`src/adcsc_pkg.sv`:
```
// Functional notes
// RULE_01 - Results leave on a three-state serial output that is released whenever no data bit is shown.
// RULE_02 - Each shifted word is the input difference captured at the start of the previous conversion.
// RULE_03 - Conversion steps and output bits advance on each rising serial clock edge.
// RULE_04 - A rising convert strobe freezes the input into hold and starts a new conversion.
// RULE_05 - Two convert strobes with the serial clock held steady select nap mode.
// RULE_06 - Four or more convert strobes with the serial clock held steady select sleep mode.
// RULE_07 - One or more serial clock pulses wake the device from sleep.
// RULE_08 - Both analog inputs are captured together at one sampling instant.
// RULE_09 - The controller spaces strobes further apart when a slow input driver is used.
// RULE_10 - Strobe edges are ignored until sixteen serial clock edges follow a conversion start; the code still counts them towards nap and sleep.
// RULE_11 - The controller adds two serial clock periods between conversions for acquisition.
// RULE_12 - The whole output stream leaves within the first sixteen clock periods after a start.
// RULE_13 - After power-up the device is active and accepts a conversion with no wake sequence.
// RULE_14 - A serial clock edge between strobes clears the shutdown strobe count.
// RULE_15 - In nap mode one serial clock edge returns the device to the active state.
package adcsc_pkg;
  localparam int ADCSC_BITS = 14;
  localparam int ADCSC_FRAME = 16;
  localparam logic [4:0] ADCSC_CNT_RST = 5'h00;
  localparam logic [2:0] ADCSC_NAP_PULSES = 3'h2;
  localparam logic [2:0] ADCSC_SLEEP_PULSES = 3'h4;
  localparam int ADCSC_FIFO_DEPTH = 8;

  typedef enum logic [1:0] {
    ADCSC_ACTIVE = 2'b00,
    ADCSC_NAP = 2'b01,
    ADCSC_SLEEP = 2'b10
  } adcsc_mode_e;

  // Captured input pair, taken at one instant
  typedef struct packed {
    logic [ADCSC_BITS-1:0] pos;
    logic [ADCSC_BITS-1:0] neg;
  } adcsc_sample_s;
endpackage

```
`src/adcsc_ctrl.sv`:
```
`timescale 1ns/1ps
`default_nettype none

// ****************************************
// Sample FIFO
// ****************************************
module adcsc_fifo #(
  parameter int WIDTH = 8,
  parameter int DEPTH = 8
) (
  // Clock and reset
  input wire logic i_clk,
  input wire logic i_rst_n,
  // Fill side
  input wire logic i_valid,
  output logic o_ready,
  input wire logic [WIDTH-1:0] i_data,
  // Drain side
  output logic o_valid,
  input wire logic i_ready,
  output logic [WIDTH-1:0] o_data
);
  localparam int AW = $clog2(DEPTH);
  logic [WIDTH-1:0] mem [DEPTH];
  logic [AW-1:0] wr_reg;
  logic [AW-1:0] rd_reg;
  logic [AW:0] cnt_reg;
  logic push;
  logic pop;

  assign o_ready = (cnt_reg != (AW+1)'(DEPTH));
  assign o_valid = (cnt_reg != '0);
  assign o_data = mem[rd_reg];
  assign push = i_valid && o_ready;
  assign pop = o_valid && i_ready;

  // Storage, no reset needed on data
  always_ff @(posedge i_clk) begin
    if (push) begin
      mem[wr_reg] <= i_data;
    end
  end

  // Pointers and fill level
  always_ff @(posedge i_clk) begin
    if (!i_rst_n) begin
      wr_reg <= '0;
      rd_reg <= '0;
      cnt_reg <= '0;
    end else begin
      if (push) begin
        wr_reg <= (wr_reg == AW'(DEPTH-1)) ? '0 : wr_reg + 1'b1;
      end
      if (pop) begin
        rd_reg <= (rd_reg == AW'(DEPTH-1)) ? '0 : rd_reg + 1'b1;
      end
      cnt_reg <= cnt_reg + (AW+1)'(push) - (AW+1)'(pop);
    end
  end
endmodule // adcsc_fifo

// ****************************************
// Converter control
// ****************************************
module adcsc_ctrl #(
  parameter int BITS = adcsc_pkg::ADCSC_BITS
) (
  // Clock and reset
  input wire logic I_CLOCK,
  input wire logic I_RST_N,
  // Host pins
  input wire logic i_SCK,
  input wire logic i_CONVERT_START_STROBE,
  // Digitised analog inputs
  input wire logic [adcsc_pkg::ADCSC_BITS-1:0] i_AIN_POS,
  input wire logic [adcsc_pkg::ADCSC_BITS-1:0] i_AIN_NEG,
  // Serial data pin
  output logic o_SDO,
  output logic o_SDO_OE,
  // Status
  output logic o_HOLD,
  output logic [1:0] o_MODE,
  output logic o_OVERRUN
);
  import adcsc_pkg::*;

  logic [2:0] sck_sync;
  logic [2:0] cnv_sync;
  logic sck_lvl_reg;
  logic cnv_lvl_reg;
  logic sck_rise;
  logic cnv_rise;
  adcsc_mode_e mode_reg;
  logic [2:0] pulse_reg;
  logic [4:0] cnt_reg;
  logic busy_reg;
  logic [BITS-1:0] shift_reg;
  logic [BITS-1:0] diff_now;
  adcsc_sample_s samp;
  logic f_ready;
  logic f_valid;
  logic [2*BITS-1:0] f_data;
  logic start;

  // Three-stage sync; a change counts once stages two and three agree
  always_ff @(posedge I_CLOCK) begin
    if (!I_RST_N) begin
      sck_sync <= 3'h0;
      cnv_sync <= 3'h0;
      sck_lvl_reg <= 1'b0;
      cnv_lvl_reg <= 1'b0;
    end else begin
      sck_sync <= {sck_sync[1:0], i_SCK};
      cnv_sync <= {cnv_sync[1:0], i_CONVERT_START_STROBE};
      if (sck_sync[1] == sck_sync[2]) begin
        sck_lvl_reg <= sck_sync[2];
      end
      if (cnv_sync[1] == cnv_sync[2]) begin
        cnv_lvl_reg <= cnv_sync[2];
      end
    end
  end

  assign sck_rise = sck_sync[1] && sck_sync[2] && !sck_lvl_reg;
  assign cnv_rise = cnv_sync[1] && cnv_sync[2] && !cnv_lvl_reg;
  // Busy frames ignore strobes; a full FIFO also stalls starts
  assign start = cnv_rise && !busy_reg && mode_reg == ADCSC_ACTIVE && f_ready; // RULE_10

  // Both inputs captured on the same edge
  assign samp.pos = i_AIN_POS; // RULE_08
  assign samp.neg = i_AIN_NEG; // RULE_08

  adcsc_fifo #(.WIDTH(2*BITS), .DEPTH(ADCSC_FIFO_DEPTH)) u_fifo (
    .i_clk(I_CLOCK),
    .i_rst_n(I_RST_N),
    .i_valid(start),
    .o_ready(f_ready),
    .i_data(samp),
    .o_valid(f_valid),
    .i_ready(start),
    .o_data(f_data)
  );
  // Unsigned difference, clamped to zero when negative
  assign diff_now = (f_data[2*BITS-1:BITS] > f_data[BITS-1:0]) ?
                    f_data[2*BITS-1:BITS] - f_data[BITS-1:0] : '0;

  // Shutdown mode; reset comes up active
  always_ff @(posedge I_CLOCK) begin
    if (!I_RST_N) begin
      mode_reg <= ADCSC_ACTIVE; // RULE_13
      pulse_reg <= 3'h0;
    end else if (sck_rise) begin
      pulse_reg <= 3'h0; // RULE_14
      mode_reg <= ADCSC_ACTIVE; // RULE_07 RULE_15
    end else if (cnv_rise) begin
      // Saturate so long idle strobe trains stay in sleep
      if (pulse_reg != 3'h7) begin
        pulse_reg <= pulse_reg + 3'h1;
      end
      if (pulse_reg + 3'h1 >= ADCSC_SLEEP_PULSES) begin
        mode_reg <= ADCSC_SLEEP; // RULE_06
      end else if (pulse_reg + 3'h1 >= ADCSC_NAP_PULSES) begin
        mode_reg <= ADCSC_NAP; // RULE_05
      end
    end
  end

  // Frame counter and output shifter
  always_ff @(posedge I_CLOCK) begin
    if (!I_RST_N) begin
      cnt_reg <= ADCSC_CNT_RST;
      busy_reg <= 1'b0;
      shift_reg <= '0;
      o_SDO <= 1'b0;
      o_SDO_OE <= 1'b0;
      o_HOLD <= 1'b0;
    end else if (start) begin
      busy_reg <= 1'b1; // RULE_04
      o_HOLD <= 1'b1; // RULE_04
      cnt_reg <= ADCSC_CNT_RST;
      // Previous conversion's sample goes out, when one exists
      shift_reg <= f_valid ? diff_now : '0; // RULE_02
      o_SDO_OE <= 1'b0;
    end else if (busy_reg && sck_rise) begin
      cnt_reg <= cnt_reg + 5'h1; // RULE_03
      if (cnt_reg < 5'(BITS)) begin
        o_SDO <= shift_reg[BITS-1]; // RULE_03 RULE_12
        shift_reg <= {shift_reg[BITS-2:0], 1'b0};
        o_SDO_OE <= 1'b1;
      end else begin
        o_SDO <= 1'b0;
        o_SDO_OE <= 1'b0; // RULE_01
      end
      if (cnt_reg == 5'(ADCSC_FRAME - 1)) begin
        busy_reg <= 1'b0; // RULE_10
        o_HOLD <= 1'b0;
      end
    end
  end

  // Registered mode and overrun status
  always_ff @(posedge I_CLOCK) begin
    if (!I_RST_N) begin
      o_MODE <= 2'h0;
      o_OVERRUN <= 1'b0;
    end else begin
      o_MODE <= mode_reg;
      o_OVERRUN <= cnv_rise && busy_reg;
    end
  end
endmodule // adcsc_ctrl

`default_nettype wire

```
`config.mk`:
```
export PLATFORM = sky130hd
export DESIGN_NAME = adcsc_ctrl
export DESIGN_NICKNAME = d
export VERILOG_FILES = /design/src/adcsc_pkg.sv /design/src/adcsc_ctrl.sv
export SDC_FILE = /design/constraint.sdc
export NUM_CORES = 1
export LEC_CHECK = 0
export BUFFER_PORTS_ARGS = -buffer_cell sky130_fd_sc_hd__buf_2
export CAP_MARGIN = 40
export CORE_UTILIZATION = 45
export DETAILED_ROUTE_END_ITERATION = 7
export PLACE_DENSITY_LB_ADDON = 0.08
export SYNTH_ARGS = -nofsm -noshare
export SYNTH_HDL_FRONTEND = slang
export SYNTH_SLANG_ARGS = --single-unit
```
`constraint.sdc`:
```
create_clock -name I_CLOCK -period 10.3 [get_ports I_CLOCK]
set_input_delay 1.545 -clock I_CLOCK [delete_from_list [all_inputs] [get_ports I_CLOCK]]
set_output_delay 1.545 -clock I_CLOCK [all_outputs]
set_load 0.01 [all_outputs]
```
==> summary.md, run 1 <==
| Metric | Value |
|---|---|
| Status | complete, no violations |
| Count leader, synth | edfxtp_1 |
| RSZ-0062 raised after global routing | false |
| Final Setup Violations | 0 |
| Overflow after GRT | 0 |
| Internal power | 1.81 mW |
| Min Tclk post-route | 4230 ps |
| Clock buffer count from CTS | 28 |
| Hold Slack | 457 ps |
| TritonCTS clock tree | yes |
| Ys Warns | 0 |
| Vias in the first global route | 5848 |
| Leakage | 4.18 nW |
| First-pass GRT wire length | 33900 um |
| Setup crit end kind | flop |
| Post-synthesis cell count | 655 |
| Post-synthesis sequential area ratio | 68.6% |
| Layout Cells excl Fill | 1051 |
| FF+latch count, synth | 275 |
| Power per cell area | 174 nW/um^2 |
| Hpwl dp | 12600 um |
| Post-CTS Resized | 0 |
| Peak supply drop | 120 uV |
| Crit path DAT | 4680 ps |
| CTS hold repair buffers | 0 |
| GRT Util Overall | 17.6% |
| Final Hold Fails | 0 |
| Hold Crit Class | flop to flop |
| Worst-Margin Slew | 860 ps |
| Starting Density | 46.2% |
| Placer Congestion | 0.815 |
| Clock power share | 44.9% |
| Placed Instances | 1001 |
| Vias per cell | 5.38 |
| Syn avg cell area | 17.2 sq um |
| Die Height | 160 um |
| Power Total | 2.23 mW |
| Worst-path cell chain | buf_4 -> mux4_2 -> mux2_2 -> ha_1 -> fa_1 -> nand2b_1 -> a21oi_2 -> o21a_1 -> o21ai_1 -> a21oi_4 -> o211ai_1 -> o22ai_1 |
| Largest net degree at the start of global routing | 57 |
| Port Buffers | 37 |
| Post-synthesis cell area | 11300 sq um |
| Die width | 160 um |
| Wirelength per Cell | 20.9 um |
| Final Worst Setup Slack | 6070 ps |
| Post-route ant nets | 0 |
| Top cells by area, synth | edfxtp_1, mux4_2, dfxtp_1 |
| Clk_lat worst skew | 540 ps |
| CP required | 10750 ps |
| Sw Pwr | 0.420 mW |
| Period Utilization, post-route | 41.0% |
| Clk buf depth | 3 |
| N_diodes | 0 |
| Sw Ratio | 18.9% |
| Post-CTS setup buffer count | 0 |
| CP max stage delay | 700 ps |
| Rel. slew slack | 42.7% |
| Flop pwr share | 54.0% |
| I/O Pins | 38 |
| Antenna violations before repair | 0 |
| First DRT Iteration DRCs | 399 |
| Critical Path Source Type | flop |
| Worst-path clk slew | 60 ps |
| Yosys top cell area share | 59.6% |
| Nets | 771 |
| Max_cap viols | 0 |
| Syn nets | 719 |
| Logic pwr share | 1.2% |
| Final wirelength | 22000 um |
| Final Skew | 8.88 ps |
| CP Class | flop to flop |
| Commonest cells post-synth | edfxtp_1, mux4_2, dfxtp_1, nand2_1, ha_1 |
| Crit-path slowest cell | buf_4 |
| H-Tree Depth | 1 |
| Max Freq | 237 MHz |
| Post-synth EDFFs | 224 |
| Synth unique cells | 56 |
| Post-synth top area cell | edfxtp_1 |
| Pre-CTS setup slack | 6020 ps |
| Via Count | 5655 |
| Max reg flops | 224 |
| DRC | 0 |
| Share of cells above drive strength 1 | 25.3% |
| FFs w/ async S/R, synth | 0% |
| Max-slew violation count | 0 |
| Full die area | 25700 sq um |
| Clock Sinks | 275 |
| Rows | 57 |
| Syn-to-layout area delta | 13.3% |
| DR pass1 iterations | 4 |
| Core ar. | 24500 sq um |
| Main flop type after synthesis | edfxtp_1 |
| Setup TNS | 0 ps |
| Crit-path max FO | 36 |
| Root buffer cell | clkbuf_16 |
routing by layer:
metal	share of wire, %	GRT usage, %	wire (um)
met2	50	29.9	11000
met3	3.9	2.87	858
met1	44	23.4	9770
met4	1.9	4.85	424
met5	0	0	0
logic make-up after synthesis:
family	share of synthesized area [%]
adder cells (fa/ha/maj)	3.68
AO/OA/AOI/OAI	5.17
buffers and inverters	1.61
flip-flops	68.6
multiplexers	14.7
AND/OR/NAND/NOR	5.10
XOR/XNOR	1.16
worst max-delay path: cells and delay by family (launching register included):
family	cells	cell delay (ps)
compound gates	6	1100
mux	2	870
buf+inv	1	700
flops	1	630
fa+ha+maj	2	580
simple gates	1	240
area by class of cell:
cell class                      instances  area (sq um)
Inverter                               13          48.8
Clock inverter                         11           135
Timing Repair Buffer                   48           268
Fill cell                            1991         11700
Clock buffer                           39           773
Sequential cell                       275          7750
Tap cell                              324           405
Multi-Input combinational cell        341          3410
power groups by stage:
stage,logic [mW],registers (mW),clock network (mW)
floorplan,0.00886,1.23,0
global placement,0.0245,1.23,0
detailed placement,0.0264,1.23,0
CTS,0.0265,1.20,1.02
global route,0.0294,1.20,1.06
finish,0.0262,1.20,0.999
per-stage QoR:
step | instance area (sq um) | util [%]
CTS | 12800 | 52.3
finish | 12800 | 52.3
detailed placement | 11900 | 48.6
global route | 12800 | 52.3
floorplan | 11300 | -
global placement | 11900 | 48.6
path summary, 6_finish.rpt:
| kind | from | to | slack [ps] | cells after the start |
|---|---|---|---|---|
| worst min register to register | sck_sync[0]$_SDFF_PN0_ | sck_sync[1]$_SDFF_PN0_ | 460 | 1 |
| worst min-delay path | sck_sync[0]$_SDFF_PN0_ | sck_sync[1]$_SDFF_PN0_ | 460 | 1 |
| worst max-delay path | flop | shift_reg[13]$_SDFFE_PN0P_ | 6070 | 12 |
| worst max register to register | flop | shift_reg[13]$_SDFFE_PN0P_ | 6070 | 12 |
cells in the final DEF (no fill, tap or decap), types with 7 or more instances in the layout:
| cell | count |
|---|---|
| mux2i_1 | 25 |
| ha_1 | 30 |
| a21oi_1 | 24 |
| xnor2_1 | 11 |
| mux4_2 | 56 |
| clkbuf_16 | 29 |
| and2_1 | 12 |
| nor2b_1 | 13 |
| edfxtp_1 | 224 |
| clkbuf_1 | 9 |
| inv_1 | 12 |
| nor2_1 | 24 |
| nand2_1 | 31 |
| mux2_2 | 13 |
| o21ai_1 | 7 |
| buf_2 | 37 |
| o21ai_0 | 24 |
| dfxtp_1 | 49 |
| buf_4 | 11 |
(Power assumes the default switching activity.)
==> inputs of run 2 (changes only) <==
clock period = 3.7 ns   (was 10.3 ns; I/O delays follow)
==> summary.md, run 2 (same netlist as run 1, synthesis figures left out) <==
| Metric | Value |
|---|---|
| Status | complete, no violations |
| Core ar. | 24500 sq um (unchanged) |
| Power Total | 6.23 mW (+180%) |
| Final wirelength | 22600 um (+2.6%) |
| Min Tclk post-route | 3320 ps (-906 ps) |
| Max-slew violation count | 0 (unchanged) |
| Final Skew | 13.7 ps (+4.85 ps) |
| Via Count | 5803 (+2.6%) |
| Crit-path slowest cell | dfxtp_2 |
| Crit-path max FO | 26 (-28%) |
| Placer Congestion | 0.815 (about the same) |
| Max reg flops | 224 (unchanged) |
| Crit path DAT | 3740 ps (-940 ps) |
| Overflow after GRT | 0 (unchanged) |
| Clk_lat worst skew | 540 ps (about the same) |
| Hold Crit Class | input port to flop |
| Die width | 160 um (unchanged) |
| Die Height | 160 um (unchanged) |
| Vias in the first global route | 6045 (+3.4%) |
| Final Hold Fails | 0 (unchanged) |
| Leakage | 4.24 nW (+1.3%) |
| R2R Setup Slk | 380 ps (-5690 ps) |
| RSZ-0062 raised after global routing | false |
| Worst-path clk slew | 60 ps (about the same) |
| Rows | 57 (unchanged) |
| Share of cells above drive strength 1 | 25.7% (+0.40 points) |
| Root buffer cell | clkbuf_16 |
| Design Area, Final | 13000 sq um (+1.3%) |
| CP max stage delay | 490 ps (-210 ps) |
| Port Buffers | 37 (unchanged) |
| Peak supply drop | 365 uV (+200%) |
| Reg2reg end | shift_reg[11]$_SDFFE_PN0P_ |
| First DRT Iteration DRCs | 352 (-12%) |
| Final Setup Violations | 0 (unchanged) |
| DR pass1 iterations | 5 (+1) |
| DRC | 0 (unchanged) |
| Hold Slack | 249 ps (-208 ps) |
| Clock Sinks | 275 (unchanged) |
| First-pass GRT wire length | 35000 um (+3.3%) |
| Antenna violations before repair | 2 (+2) |
| Full die area | 25700 sq um (unchanged) |
| Nets | 781 (+1.3%) |
| Clk buf depth | 3 (unchanged) |
| TritonCTS clock tree | yes |
| Max_cap viols | 0 (unchanged) |
| CP Class | flop to flop |
| Hpwl dp | 13500 um (+6.6%) |
| I/O Pins | 38 (unchanged) |
| Critical Path Source Type | flop |
| Critical Path Most Common Cell | a21oi_1 |
| Setup crit end kind | flop |
| Period Utilization, post-route | 89.8% (+49 points) |
| Syn-to-layout area delta | 14.8% |
| Rel. slew slack | 59.9% (+17 points) |
| Worst-path cell chain | buf_4 -> mux4_2 -> mux2_2 -> ha_1 -> a21oi_1 -> nand2_1 -> o41ai_2 -> o21ai_1 -> xnor2_1 -> a21oi_1 |
| Setup TNS | 0 ps (unchanged) |
| Vias per cell | 5.48 (+1.8%) |
| DP Area | 12000 sq um (+1.1%) |
| GRT Util Overall | 18.2% (+0.60 points) |
| Post-route ant nets | 0 (unchanged) |
| N_diodes | 0 (unchanged) |
| Power per cell area | 480 nW/um^2 (+180%) |
| Worst-Margin Slew | 601 ps (-259 ps) |
| CP required | 4120 ps (-6630 ps) |
| Wirelength per Cell | 21.3 um (+1.8%) |
| Max Freq | 301 MHz (+27%) |
| Commonest non-fill, non-tap cells in the layout | edfxtp_1, mux4_2, dfxtp_1 |
| R2r worst-path depth | 10 (-2) |
| H-Tree Depth | 1 (unchanged) |
| Largest net degree at the start of global routing | 40 (-30%) |
| Worst setup endpoint | shift_reg[11]$_SDFFE_PN0P_ |
| Starting Density | 46.2% (unchanged) |
| Clock buffer count from CTS | 29 (+3.6%) |
| Most common cell after layout, fill and taps aside | edfxtp_1 |
run 2: final cells by class:
cell class,count,area [sq um]
fillers,1976,11500
flip-flops and latches,275,7750
multi-input cells,341,3450
clock buffers,32,737
well taps,324,405
repair buffers,57,385
clock inverters,17,181
inverters,13,48.8
run 2: repair_timing:
item,4_1_cts,5_1_grt
setup endpoints to repair,0,2
gates resized for setup,0,0
hold buffers,0,0
buffers inserted,0,2
run 2: metal layers:
| metal | vias up | global-route usage, % | part of all wire, % |
|---|---|---|---|
| li1 | 2685 | - | - |
| met2 | 131 | 31.5 | 50 |
| met5 | - | 0 | 0.058 |
| met3 | 43 | 2.84 | 4.2 |
| met1 | 2942 | 23.7 | 43 |
| met4 | 2 | 5.19 | 2.9 |
run 2: through the flow:
stage / util (%) / setup WS (ps) / cells
5_1_grt: 53.0 / 118 / 1059
2_1_floorplan: - / 105 / 655
3_5_place_dp: 49.1 / 238 / 1008
3_3_place_gp: 49.1 / 336 / 1008
6_report: 53.0 / 379 / 1059
4_1_cts: 52.9 / 214 / 1057
run 2: power breakdown:
| group | leakage [nW] | internal [mW] | total [mW] | switching (mW) |
|---|---|---|---|---|
| Sequential | 2.43 | 3.34 | 3.35 | 0.00262 |
| Combinational | 1.37 | 0.0243 | 0.0727 | 0.0484 |
| Clock | 0.438 | 1.69 | 2.81 | 1.12 |
| Total | 4.24 | 5.06 | 6.23 | 1.17 |
run 2: critical path, delay by kind of cell (launching register included):
kind            cells  cell delay (ps)
compound gates      4              890
xor+xnor            1              230
fa+ha+maj           1              390
buf+inv             1              440
flops               1              490
mux                 2              650
simple gates        1              100
run 2: worst min-delay path by stage:
| stage | from | to | depth (start not counted) |
|---|---|---|---|
| final | i_SCK | sck_sync[0]$_SDFF_PN0_ | 2 |
| after global routing | i_SCK | sck_sync[0]$_SDFF_PN0_ | 2 |
| after CTS | i_CONVERT_START_STROBE | cnv_sync[0]$_SDFF_PN0_ | 2 |
| after detailed placement | sck_sync[0]$_SDFF_PN0_ | sck_sync[1]$_SDFF_PN0_ | 1 |
| after global placement | sck_sync[0]$_SDFF_PN0_ | sck_sync[1]$_SDFF_PN0_ | 1 |
| after floorplan | cnv_sync[0]$_SDFF_PN0_ | cnv_sync[1]$_SDFF_PN0_ | 1 |
==> inputs of run 3 (changes only) <==
BUFFER_PORTS_ARGS = -buffer_cell sky130_fd_sc_hd__clkbuf_2   (was -buffer_cell sky130_fd_sc_hd__buf_2)
==> summary.md, run 3 (same netlist as run 1, synthesis figures left out) <==
| Metric | Value |
|---|---|
| Max_cap viols | 0 (unchanged) |
| Worst-path clk slew | 60 ps (about the same) |
| Post-CTS setup buffer count | 0 (unchanged) |
| GRT busiest layer | met2 |
| DP Area | 12000 sq um (unchanged) |
| Setup TNS | 0 ps (unchanged) |
| TritonCTS clock tree | yes |
| Crit-path max FO | 13 (-50%) |
| Leakage | 4.22 nW (-0.46%) |
| Placer Congestion | 0.845 (+3.7%) |
| Max-slew violation count | 0 (unchanged) |
| Peak supply drop | 355 uV (-2.7%) |
| Commonest non-fill, non-tap cells in the layout | edfxtp_1, mux4_2, dfxtp_1 |
| CP required | 4160 ps (+40 ps) |
| Critical Path Source Type | flop |
| Design Area, Final | 12900 sq um (-0.60%) |
| GRT Util Overall | 17.6% (-0.57 points) |
| Rows | 57 (unchanged) |
| Rel. slew slack | 58.8% (-1.1 points) |
| Largest net degree at the start of global routing | 40 (unchanged) |
| Post-CTS Resized | 0 (unchanged) |
| Root buffer cell | clkbuf_16 |
| Final wirelength | 21900 um (-2.9%) |
| CP Class | flop to flop |
| Crit path DAT | 3850 ps (+110 ps) |
| Worst-Margin Slew | 618 ps (+16.6 ps) |
| Clock buffer count from CTS | 29 (unchanged) |
| Via Count | 5805 (+0.034%) |
| Antenna violations before repair | 1 (-1) |
| Nets | 779 (-0.26%) |
| HP Start | i_CONVERT_START_STROBE |
| Clk buf depth | 3 (unchanged) |
| DRC | 0 (unchanged) |
| Met2 GRT Util | 29.8% (-1.7 points) |
| Vias in the first global route | 6028 (-0.28%) |
| Placed Instances | 1008 (unchanged) |
| Finished Core Util | 52.7% (-0.32 points) |
| Port Buffers | 37 (unchanged) |
| Starting Density | 46.2% (unchanged) |
| Layout Cells excl Fill | 1060 (+0.094%) |
| Wirelength per Cell | 20.7 um (-3.0%) |
| Hold Crit Class | input port to flop |
| Max reg flops | 224 (unchanged) |
| Overflow after GRT | 0 (unchanged) |
| Period Utilization, post-route | 91.5% (+1.8 points) |
| Power per cell area | 470 nW/um^2 (-2.2%) |
| DR pass1 iterations | 4 (-1) |
| Power Total | 6.05 mW (-2.8%) |
| CTS hold repair buffers | 0 (unchanged) |
| Clock Sinks | 275 (unchanged) |
| Vias per cell | 5.48 (about the same) |
| Hold Slack | 223 ps (-26.2 ps) |
| Pre-CTS setup slack | 293 ps (+54.7 ps) |
| N_diodes | 0 (unchanged) |
| Met1 Use GR | 22.7% (-1.0 points) |
| First-pass GRT wire length | 34100 um (-2.5%) |
| Final Hold Fails | 0 (unchanged) |
| First DRT Iteration DRCs | 304 (-14%) |
| Final Setup Violations | 0 (unchanged) |
| Most common cell after layout, fill and taps aside | edfxtp_1 |
| Setup crit end kind | flop |
| Core ar. | 24500 sq um (unchanged) |
| Share of cells above drive strength 1 | 25.8% (+0.10 points) |
| Fill cell count | 1981 (+0.25%) |
| Hpwl dp | 13300 um (-1.7%) |
| Post-route ant nets | 0 (unchanged) |
| Die width | 160 um (unchanged) |
| Syn-to-layout area delta | 14.1% |
| Final Skew | 27.9 ps (+14.1 ps) |
| Final Worst Setup Slack | 313 ps (-66.3 ps) |
| RSZ-0062 raised after global routing | false |
| H-Tree Depth | 1 (unchanged) |
| Min Tclk post-route | 3390 ps (+66.3 ps) |
| Die Height | 160 um (unchanged) |
| Clk_lat worst skew | 560 ps (+20 ps) |
| Status | complete, no violations |
| Max Freq | 295 MHz (-2.0%) |
| Full die area | 25700 sq um (unchanged) |
| I/O Pins | 38 (unchanged) |
| GR Util met3 | 3.38% (+0.54 points) |
-- run 3: worst paths after layout --
path | slack, ps | to | cells after the start
hold reg to reg | 450 | cnv_sync[1]$_SDFF_PN0_ | 1
hold / removal | 220 | cnv_sync[0]$_SDFF_PN0_ | 2
setup reg to reg | 310 | shift_reg[13]$_SDFFE_PN0P_ | 12
setup / recovery | 310 | shift_reg[13]$_SDFFE_PN0P_ | 12
-- run 3: power breakdown --
group          switching [mW]  internal [mW]  total (mW)
Clock                    1.12           1.51        2.63
Sequential            0.00258           3.35        3.35
Combinational          0.0481         0.0241      0.0722
Total                    1.17           4.88        6.05
-- run 3: critical path: stages, from the launching register on --
cell,delay (ps)
dfxtp_4,440
buf_4,270
mux4_2,530
mux2i_1,190
inv_1,100
fa_1,410
nand2b_1,220
a21oi_2,180
o21a_1,150
o21ai_1,100
a21oi_4,360
o211ai_1,150
o22ai_1,190
-- run 3: cell type report --
class	count	area, sq um	area share, %
clock buffer	36	752	5.84
clock inverter	16	116	0.903
inverter	13	48.8	0.379
multi-input combinational	341	3450	26.8
sequential	275	7750	60.2
tap	324	405	3.15
timing repair buffer	55	358	2.78
-- run 3: metal layers --
| metal | wire [um] | vias to the layer above |
|---|---|---|
| li1 | - | 2687 |
| met1 | 9360 | 2958 |
| met2 | 10800 | 110 |
| met3 | 992 | 48 |
| met4 | 752 | 2 |
| met5 | 12 | - |
